`config.mk`:
```
export PLATFORM = sky130hd
export DESIGN_NAME = pll_control
export DESIGN_NICKNAME = d
export VERILOG_FILES = /design/src/logic/pll_ctrl_pkg.sv /design/src/logic/ref_sense_if.sv /design/src/logic/ref_sense.sv /design/src/logic/pll_control.sv
export SDC_FILE = /design/constraint.sdc
export NUM_CORES = 1
export LEC_CHECK = 0
export ABC_AREA = 1
export BUFFER_PORTS_ARGS = -buffer_cell sky130_fd_sc_hd__buf_2
export CORE_ASPECT_RATIO = 1.75
export CORE_MARGIN = 10
export CORE_UTILIZATION = 55
export CTS_CLUSTER_DIAMETER = 200
export CTS_CLUSTER_SIZE = 16
export DETAILED_ROUTE_END_ITERATION = 10
export HOLD_SLACK_MARGIN = 0.1
export MAX_ROUTING_LAYER = met4
export PLACE_DENSITY = 0.77
export SLEW_MARGIN = 25
export SYNTH_ARGS = -nofsm -noshare
export SYNTH_HDL_FRONTEND = slang
export SYNTH_HIERARCHICAL = 1
export SYNTH_SLANG_ARGS = --single-unit
```
`constraint.sdc`:
```
create_clock -name clock -period 4.5 [get_ports clock]
set_input_delay 0.225 -clock clock [delete_from_list [all_inputs] [get_ports clock]]
set_output_delay 0.225 -clock clock [all_outputs]
set_load 0.005 [all_outputs]
```
`src/logic/pll_ctrl_pkg.sv`:
```
// Shared constants and types for the clock synthesis loop control block
package pll_ctrl_pkg;

	// =====================================================================
	// Sizes
	localparam int REF_COUNT = 2;
	localparam int OUT_COUNT = 5;
	localparam int IRQ_WIDTH = 5;
	localparam int DIV_FIELD_WIDTH = 4;
	localparam int APB_ADDR_WIDTH = 8;

	// =====================================================================
	// Register offsets
	localparam logic [7:0] CONTROL_OFFSET = 8'h00;
	localparam logic [7:0] DIVIDE_OFFSET = 8'h04;
	localparam logic [7:0] STATUS_OFFSET = 8'h08;
	localparam logic [7:0] IRQ_STATUS_OFFSET = 8'h0C;
	localparam logic [7:0] IRQ_MASK_OFFSET = 8'h10;

	// =====================================================================
	// Field positions
	localparam int CTRL_MODE_LSB = 0;
	localparam int CTRL_DEDICATED_BIT = 2;
	localparam int STAT_LOCKED_BIT = 0;
	localparam int STAT_ACTIVE_BIT = 1;
	localparam int STAT_GOOD_LSB = 2;
	localparam int STAT_COMP_BIT = 4;
	localparam int STAT_STATE_LSB = 8;
	localparam int IRQ_LOCK_GAINED = 0;
	localparam int IRQ_LOCK_LOST = 1;
	localparam int IRQ_PRIMARY_BAD = 2;
	localparam int IRQ_BACKUP_BAD = 3;
	localparam int IRQ_SWITCHED = 4;

	// =====================================================================
	// Reset values and counts
	localparam logic [1:0] MODE_RESET = 2'h2;
	localparam logic DEDICATED_RESET = 1'b1;
	localparam logic [19:0] DIVIDE_RESET = 20'h00000;
	localparam logic [4:0] IRQ_MASK_RESET = 5'h00;
	localparam int LOCK_COUNT_DEFAULT = 16;
	localparam int SENSE_TIMEOUT_DEFAULT = 64;

	typedef enum logic [1:0] {
		MODE_SOURCE_SYNC = 2'h0,
		MODE_NO_COMP = 2'h1,
		MODE_NORMAL = 2'h2,
		MODE_ZERO_DELAY_BUFFER = 2'h3
	} comp_mode_t;

	typedef enum logic [3:0] {
		ST_RESET = 4'h1,
		ST_ACQUIRE = 4'h2,
		ST_LOCKED = 4'h4,
		ST_HOLD = 4'h8
	} loop_state_t;

	// Half-period field of one output counter
	function automatic logic [DIV_FIELD_WIDTH-1:0] div_field(input logic [19:0] r, input int idx);
		div_field = r[idx*DIV_FIELD_WIDTH +: DIV_FIELD_WIDTH];
	endfunction

endpackage

```
`src/logic/ref_sense_if.sv`:
```
// Link between the loop control and one reference clock sensor
`timescale 1ns/1ps
`default_nettype none
interface ref_sense_if;
	logic pinLevel;
	logic edgeSeen;
	logic good;
	modport sensor (input pinLevel, output edgeSeen, output good);
	modport owner (output pinLevel, input edgeSeen, input good);
endinterface // ref_sense_if
`default_nettype wire

```
`src/logic/ref_sense.sv`:
```
// Reference clock activity sensor with two-flop synchroniser
`timescale 1ns/1ps
`default_nettype none
module ref_sense
	import pll_ctrl_pkg::*;
#(
	parameter int TIMEOUT = SENSE_TIMEOUT_DEFAULT
) (
	input wire logic clock,
	input wire logic rst,
	input wire logic clockEnable,
	ref_sense_if.sensor sense
);
	localparam int CW = $clog2(TIMEOUT + 1);

	if (TIMEOUT < 2) begin : g_bad_timeout
		$error("ref_sense: TIMEOUT must be at least 2");
	end

	typedef struct packed {
		logic sync1;
		logic sync2;
		logic prev;
		logic [CW-1:0] idle;
		logic edgeSeen;
		logic good;
	} sense_t;

	sense_t state_reg;
	sense_t state_next;

	// =====================================================================
	// Edge and timeout
	always_comb begin
		state_next = state_reg;
		state_next.sync1 = sense.pinLevel;
		state_next.sync2 = state_reg.sync1;
		state_next.prev = state_reg.sync2;
		state_next.edgeSeen = state_reg.sync2 & ~state_reg.prev;
		// RULE_19: stopped after timeout
		if (state_reg.sync2 & ~state_reg.prev) begin
			state_next.idle = '0;
			state_next.good = 1'b1;
		end else if (state_reg.idle == CW'(TIMEOUT - 1)) begin
			state_next.good = 1'b0;
		end else begin
			state_next.idle = state_reg.idle + CW'(1);
		end
	end

	always_ff @(posedge clock) begin
		if (rst) begin
			state_reg <= '0;
		end else if (clockEnable) begin
			state_reg <= state_next;
		end
	end

	assign sense.edgeSeen = state_reg.edgeSeen;
	assign sense.good = state_reg.good;

endmodule // ref_sense
`default_nettype wire

```
`src/logic/pll_control.sv`:
```
// Control, status and output counters of the clock synthesis loop
// Function
// RULE_01: Active-high manual switch request from core logic changes the reference.
// RULE_02: Active-high loop reset from core logic resets loop, resyncs all counters.
// RULE_03: Phase detector enable high passes detector activity; low gates it off.
// RULE_04: Five output counter clocks; only counter zero drives the external output.
// RULE_05: One health flag per reference, bit 0 primary; 1 toggling, 0 stopped.
// RULE_06: Active-high lock indication from the lock detector to core logic.
// RULE_07: Selected reference indicator low for primary, high for backup.
// RULE_08: References come only from dedicated pins, loops or pin-driven globals.
// RULE_09: Four compensation modes, each keeping divide, phase and duty features.
// RULE_10: Full compensation only when reference comes from dedicated clock pins.
// RULE_11: Source-synchronous mode keeps clock/data phase at input registers.
// RULE_12: No-compensation mode: outputs aligned together, may lead or lag reference.
// RULE_13: Normal mode aligns internal clocks; external output shows a phase offset.
// RULE_14: Zero-delay-buffer mode aligns external output with reference pin.
// RULE_15: Reset holds counters, clears outputs, drops lock; release re-locks.
// RULE_16: Detector disabled: oscillator holds setting and keeps running.
// RULE_17: Absent current reference switches loop automatically to the other.
// RULE_18: Lock after configurable stable reference cycles; dropped at once on reset.
// RULE_19: Reference stopped when no edge within configurable sense count.
//
// Chosen here: the APB slave port and the address map.
`timescale 1ns/1ps
`default_nettype none
module pll_control
	import pll_ctrl_pkg::*;
#(
	parameter int LOCK_COUNT = LOCK_COUNT_DEFAULT,
	parameter int SENSE_TIMEOUT = SENSE_TIMEOUT_DEFAULT
) (
	input wire logic clock,
	input wire logic rst,
	input wire logic clockEnable,
	input wire logic refClockPrimary,
	input wire logic refClockBackup,
	input wire logic switchRequest,
	input wire logic loopReset,
	input wire logic pfdEnable,
	input wire logic psel,
	input wire logic penable,
	input wire logic pwrite,
	input wire logic [APB_ADDR_WIDTH-1:0] paddr,
	input wire logic [31:0] pwdata,
	output logic [31:0] prdata,
	output logic pready,
	output logic pslverr,
	output logic [OUT_COUNT-1:0] counterClock,
	output logic externalClock,
	output logic locked,
	output logic [REF_COUNT-1:0] clockGood,
	output logic activeClock,
	output logic compensated,
	output logic irq
);
	localparam int LW = $clog2(LOCK_COUNT + 1);

	if (LOCK_COUNT < 2) begin : g_bad_lock
		$error("pll_control: LOCK_COUNT must be at least 2");
	end

	typedef struct packed {
		loop_state_t state;
		logic activeSel;
		logic [LW-1:0] lockCount;
		comp_mode_t mode;
		logic dedicated;
		logic [19:0] divide;
		logic [OUT_COUNT-1:0][DIV_FIELD_WIDTH-1:0] phase;
		logic [OUT_COUNT-1:0] outClk;
		logic extOut;
		logic locked;
		logic [REF_COUNT-1:0] good;
		logic switchPrev;
		logic compensated;
		logic [IRQ_WIDTH-1:0] irqStatus;
		logic [IRQ_WIDTH-1:0] irqMask;
		logic irq;
		logic pready;
		logic pslverr;
		logic [31:0] prdata;
	} ctrl_t;

	ctrl_t state_reg;
	ctrl_t state_next;

	// =====================================================================
	// Reference sensors
	ref_sense_if senseBus[REF_COUNT]();

	assign senseBus[0].pinLevel = refClockPrimary;
	assign senseBus[1].pinLevel = refClockBackup;

	logic [REF_COUNT-1:0] refEdge;
	logic [REF_COUNT-1:0] refGood;

	for (genvar g = 0; g < REF_COUNT; g++) begin : g_sense
		ref_sense #(
			.TIMEOUT(SENSE_TIMEOUT)
		) u_sense (
			.clock(clock),
			.rst(rst),
			.clockEnable(clockEnable),
			.sense(senseBus[g])
		);
		assign refEdge[g] = senseBus[g].edgeSeen;
		assign refGood[g] = senseBus[g].good;
	end

	// =====================================================================
	// Register read decode
	function automatic logic [31:0] read_word(input ctrl_t s, input logic [7:0] addr);
		read_word = 32'h00000000;
		unique case (addr)
			CONTROL_OFFSET: begin
				read_word[CTRL_MODE_LSB +: 2] = s.mode;
				read_word[CTRL_DEDICATED_BIT] = s.dedicated;
			end
			DIVIDE_OFFSET: read_word[19:0] = s.divide;
			STATUS_OFFSET: begin
				read_word[STAT_LOCKED_BIT] = s.locked;
				read_word[STAT_ACTIVE_BIT] = s.activeSel;
				read_word[STAT_GOOD_LSB +: REF_COUNT] = s.good;
				read_word[STAT_COMP_BIT] = s.compensated;
				read_word[STAT_STATE_LSB +: 4] = s.state;
			end
			IRQ_STATUS_OFFSET: read_word[IRQ_WIDTH-1:0] = s.irqStatus;
			IRQ_MASK_OFFSET: read_word[IRQ_WIDTH-1:0] = s.irqMask;
			default: read_word = 32'h00000000;
		endcase
	endfunction

	function automatic logic mapped(input logic [7:0] addr);
		mapped = (addr == CONTROL_OFFSET) || (addr == DIVIDE_OFFSET) ||
			(addr == STATUS_OFFSET) || (addr == IRQ_STATUS_OFFSET) ||
			(addr == IRQ_MASK_OFFSET);
	endfunction

	// =====================================================================
	// Next state
	logic apbDone;
	logic activeGood;
	logic otherGood;
	logic activeEdge;
	logic manualSwitch;
	logic autoSwitch;
	logic doSwitch;
	logic [IRQ_WIDTH-1:0] events;
	logic [IRQ_WIDTH-1:0] readClear;

	always_comb begin
		state_next = state_reg;
		apbDone = psel & penable & state_reg.pready;
		activeGood = state_reg.good[state_reg.activeSel];
		otherGood = state_reg.good[~state_reg.activeSel];
		activeEdge = refEdge[state_reg.activeSel];
		events = '0;
		readClear = '0;

		state_next.good = refGood;
		state_next.switchPrev = switchRequest;

		// RULE_01: manual switch on rising request
		manualSwitch = switchRequest & ~state_reg.switchPrev;
		// RULE_17: automatic switch to the other live reference
		autoSwitch = ~activeGood & otherGood;
		doSwitch = manualSwitch | autoSwitch;

		if (doSwitch) begin
			// RULE_07: selected reference indicator
			state_next.activeSel = ~state_reg.activeSel;
			state_next.lockCount = '0;
			events[IRQ_SWITCHED] = 1'b1;
		end

		unique case (state_reg.state)
			ST_RESET: begin
				state_next.state = ST_ACQUIRE;
			end
			ST_ACQUIRE: begin
				// RULE_18: count stable reference edges
				if (!pfdEnable) begin
					state_next.state = ST_HOLD;
				end else if (!activeGood) begin
					state_next.lockCount = '0;
				end else if (activeEdge && !doSwitch) begin
					if (state_reg.lockCount == LW'(LOCK_COUNT - 1)) begin
						state_next.state = ST_LOCKED;
						state_next.locked = 1'b1;
					end else begin
						state_next.lockCount = state_reg.lockCount + LW'(1);
					end
				end
			end
			ST_LOCKED: begin
				// RULE_03: detector gated off
				if (!pfdEnable) begin
					state_next.state = ST_HOLD;
				end else if (!activeGood || doSwitch) begin
					state_next.state = ST_ACQUIRE;
					state_next.locked = 1'b0;
					state_next.lockCount = '0;
				end
			end
			ST_HOLD: begin
				// RULE_16: hold and keep running
				if (!activeGood || doSwitch) begin
					state_next.locked = 1'b0;
				end
				if (pfdEnable) begin
					state_next.state = ST_ACQUIRE;
					state_next.locked = 1'b0;
					state_next.lockCount = '0;
				end
			end
			default: begin
				state_next.state = ST_RESET;
			end
		endcase

		// RULE_04: five counters from one oscillator
		for (int i = 0; i < OUT_COUNT; i++) begin
			if (state_reg.phase[i] == div_field(state_reg.divide, i)) begin
				state_next.phase[i] = '0;
				state_next.outClk[i] = ~state_reg.outClk[i];
			end else begin
				state_next.phase[i] = state_reg.phase[i] + DIV_FIELD_WIDTH'(1);
			end
		end

		// RULE_02: reset resyncs every counter
		// RULE_15: hold counters, clear outputs, drop lock
		if (loopReset) begin
			state_next.state = ST_RESET;
			state_next.locked = 1'b0;
			state_next.lockCount = '0;
			state_next.phase = '0;
			state_next.outClk = '0;
		end

		// RULE_13: external output lags in normal mode
		// RULE_14: zero-delay-buffer aligns external output
		// RULE_12: no-compensation keeps counters aligned
		if (state_reg.mode == MODE_NORMAL) begin
			state_next.extOut = state_reg.outClk[0] & ~loopReset;
		end else begin
			state_next.extOut = state_next.outClk[0];
		end

		// RULE_10: full compensation needs dedicated pins
		// RULE_11: source-synchronous mode compensated too
		state_next.compensated = state_reg.dedicated && (state_reg.mode != MODE_NO_COMP) &&
			state_reg.locked;

		// Interrupt events
		events[IRQ_LOCK_GAINED] = ~state_reg.locked & state_next.locked;
		events[IRQ_LOCK_LOST] = state_reg.locked & ~state_next.locked;
		// RULE_05: health flags per reference
		events[IRQ_PRIMARY_BAD] = state_reg.good[0] & ~refGood[0];
		events[IRQ_BACKUP_BAD] = state_reg.good[1] & ~refGood[1];

		// APB access phase, one wait-free answer
		state_next.pready = psel & ~penable;
		if (psel && !penable) begin
			state_next.prdata = read_word(state_reg, paddr);
			state_next.pslverr = ~mapped(paddr);
		end else begin
			state_next.pslverr = 1'b0;
		end

		if (apbDone && pwrite && mapped(paddr)) begin
			unique case (paddr)
				CONTROL_OFFSET: begin
					// RULE_09: mode choice keeps divide features
					state_next.mode = comp_mode_t'(pwdata[CTRL_MODE_LSB +: 2]);
					state_next.dedicated = pwdata[CTRL_DEDICATED_BIT];
				end
				DIVIDE_OFFSET: state_next.divide = pwdata[19:0];
				IRQ_MASK_OFFSET: state_next.irqMask = pwdata[IRQ_WIDTH-1:0];
				default: state_next.irqMask = state_reg.irqMask;
			endcase
		end

		// Clear only what the read returned; new events win
		if (apbDone && !pwrite && paddr == IRQ_STATUS_OFFSET) begin
			readClear = state_reg.prdata[IRQ_WIDTH-1:0];
		end
		state_next.irqStatus = (state_reg.irqStatus & ~readClear) | events;
		state_next.irq = |(state_next.irqStatus & state_next.irqMask);
	end

	// =====================================================================
	// State register
	always_ff @(posedge clock) begin
		if (rst) begin
			state_reg <= '0;
			state_reg.state <= ST_RESET;
			state_reg.mode <= comp_mode_t'(MODE_RESET);
			state_reg.dedicated <= DEDICATED_RESET;
			state_reg.divide <= DIVIDE_RESET;
			state_reg.irqMask <= IRQ_MASK_RESET;
		end else if (clockEnable) begin
			state_reg <= state_next;
		end
	end

	// =====================================================================
	// Outputs
	assign prdata = state_reg.prdata;
	assign pready = state_reg.pready;
	assign pslverr = state_reg.pslverr;
	assign counterClock = state_reg.outClk;
	assign externalClock = state_reg.extOut;
	// RULE_06: lock indication
	assign locked = state_reg.locked;
	assign clockGood = state_reg.good;
	assign activeClock = state_reg.activeSel;
	assign compensated = state_reg.compensated;
	assign irq = state_reg.irq;

endmodule // pll_control
`default_nettype wire

```
==> qor.yml <==
outcome: "finished clean"
synth-compound-area-share_pct: 16.7
synth_top_cell_area_share_pct: 37.5
fp.coreArea_mm2: 0.0115
slew_headroom_pct: 30.9
crit_slowest_cell: "dfxtp_1"
slowest_delay_ps: 400
crit_arrival_ps: 2130
r2r_slack_ps: 2720
final_cell_mix: "nand2_1 (166), dfxtp_1 (121), a21oi_1 (111)"
postSynthAreaPerCell_um2: 7.13
fin_ws_ps: 2720
dieHeight_um: 163
antenna_found_initial: 0
async_reset_ff_share_pct: 0
grt_first_pass_wirelength_mm: 28.1
worstMarginPinSlew_ps: 1030
setup_viol: 0
finalHoldViolCount: 0
p_leak_uw: 0.00318
synth_area_mm2: 0.00646
vias: 6184
synthToLayoutAreaGrowth_pct: 13.2
ant_nets: 0
drtPass1Iterations: 5
layout.nets: 1017
io_buffers: 72
dp_hpwl_mm: 12.0
die_w_um: 102
cts_tree: "yes"
synth_fa_ha_area_share_pct: 1.55
post_cts.repair.setup_buffers: 0
finalCritPeriodShare_pct: 39.5
cts-buffers-inserted: 17
die_area_mm2: 0.0167
overflow: 0
critPathCaptureType: "flop"
holdWs_ps: 111
multi_input_area_mm2: 0.00321
worstPathMaxFanout: 5
ir_drop_uv: 291
cp.required_ps: 4850
synth_edf_count: 0
synth_top_area_cell: "dfxtp_1"
slew_viol_final: 0
cts.path.max_buffers: 2
diodes: 0
max_freq_mhz: 563
clk_pin_slew_ps: 50
hp-class: "primary input to flop"
power_density_mw_per_mm2: 359
grt_pass1_vias: 5970
synth_top_family_by_area: "simple AND/OR/NAND/NOR gates"
syn_inst: 906
drive_gt1_share_pct: 15.6
cpMostUsedCell: "nand2_1"
crit_type: "flop to flop"
synthFlopType: "dfxtp_1"
yosysUniqueCellTypes: 43
synth_area_leaders: "dfxtp_1 (37%), nand2_1 (9.6%), a21oi_1 (8.6%)"
finalWeightedCongestion: 0.946
ys_seq_elements: 121
row_count: 52
yosys_warnings: 6
dp_slack_ps: 2490
largest_register_ffs: 63
synth_mux_area_share_pct: 0
rsz0062_at_grt: "false"
n_fill_cell: 1037
crit_buf_inv: 0
root_buffer: "clkbuf_16"
fin_crit_ps: 1780
vias_per_cell: 5.61
seqCellArea_mm2: 0.00242
start_util_pct: 56.1
mostFrequentLayoutCell: "nand2_1"
crit_family: "simple AND/OR/NAND/NOR gates"
routedWlPerCell_um: 15.7
grt_max_degree: 78
drv_cap: 0
io_pins: 97
drc: 0
drt_iter0_markers: 314
cp-start-kind: "flop"
routed_wl_mm: 17.3
tns_ps: 0
grt.total_usage_pct: 21.8
clock_latency_ps: 420
synthXorXnorAreaFrac_pct: 2.71
synth-simple-area-share_pct: 28.0
seq_area_frac_synth_pct: 37.5
clock_skew_ps: 7.45
clock_sinks: 121
path_cells: "ha_1, nand3_1, nor2_2, nand2_1, nor3_1, nand3_1, nand2_1, nand2_1, nand2_1, nor2_1, nor2_1"
htree_num_levels: 4
worst min-delay path, delay by kind of cell:
| kind | cells | cell delay, ps |
|---|---|---|
| AO/OA/AOI/OAI | 1 | 70 |
| buffers and inverters | 1 | 100 |
| AND/OR/NAND/NOR | 1 | 90 |
per-stage QoR:
stage,std cells,area [um2],power [uW],util [%]
6_report,1102,7310,2620,63.5
5_1_grt,1102,7310,2710,63.5
4_1_cts,1102,7310,2630,63.5
3_5_place_dp,1059,6620,1360,57.5
3_3_place_gp,1059,6620,1360,57.5
2_1_floorplan,917,6500,1300,-
cell usage after synthesis, drive strengths merged (7+ instances only):
master and n:
nor3 13, nor2 79, nand2 177, nand3 49
a21oi 114, a31oi 7, nand4 37, xnor2 19
ha 8, buf 55, o21ai 61, dfxtp 121
inv 109, nor4 9, clkbuf 16
logic make-up after synthesis:
group | count (synthesis)
compound gates | 200
fa+ha+maj | 8
simple gates | 374
xor+xnor | 20
other cells | 1
buf+inv | 182
flops | 121
final cells by class:
type | instances | area share, %
clock buffers | 25 | 6.91
clock inverters | 3 | 0.547
inverters | 111 | 5.70
multi-input cells | 614 | 43.8
flip-flops and latches | 121 | 33.1
well taps | 135 | 2.31
repair buffers | 93 | 7.59
what timing repair did:
action / in CTS / in global routing
gates resized for setup: 0 / 0
hold endpoints to repair: 15 / 0
hold buffers: 15 / 0
power by group:
group / total [uW] / switching [uW] / internal (uW) / leakage (uW)
clock: 1270 / 455 / 817 / 0.000271
combinational: 223 / 145 / 78.4 / 0.00192
sequential: 1130 / 23.6 / 1110 / 0.000985
metal layers:
layer  track usage, %  up-vias  part of all wire (%)
met3             4.70       49                   5.4
li1                 -     3067                     -
met2             39.5      206                    54
met1             20.8     2862                    37
met4             11.7        0                   3.5
met5                -        -                     0
worst paths after layout:
path / from / endpoint / depth (start not counted)
worst max-delay path: state_reg[99] / irq / 11
worst max register to register: state_reg[99] / irq / 11
worst min register to register: externalClock / externalClock / 2
worst min-delay path: pwdata[12] / state_reg[88] / 3
Power figures use the tool's default switching activity.
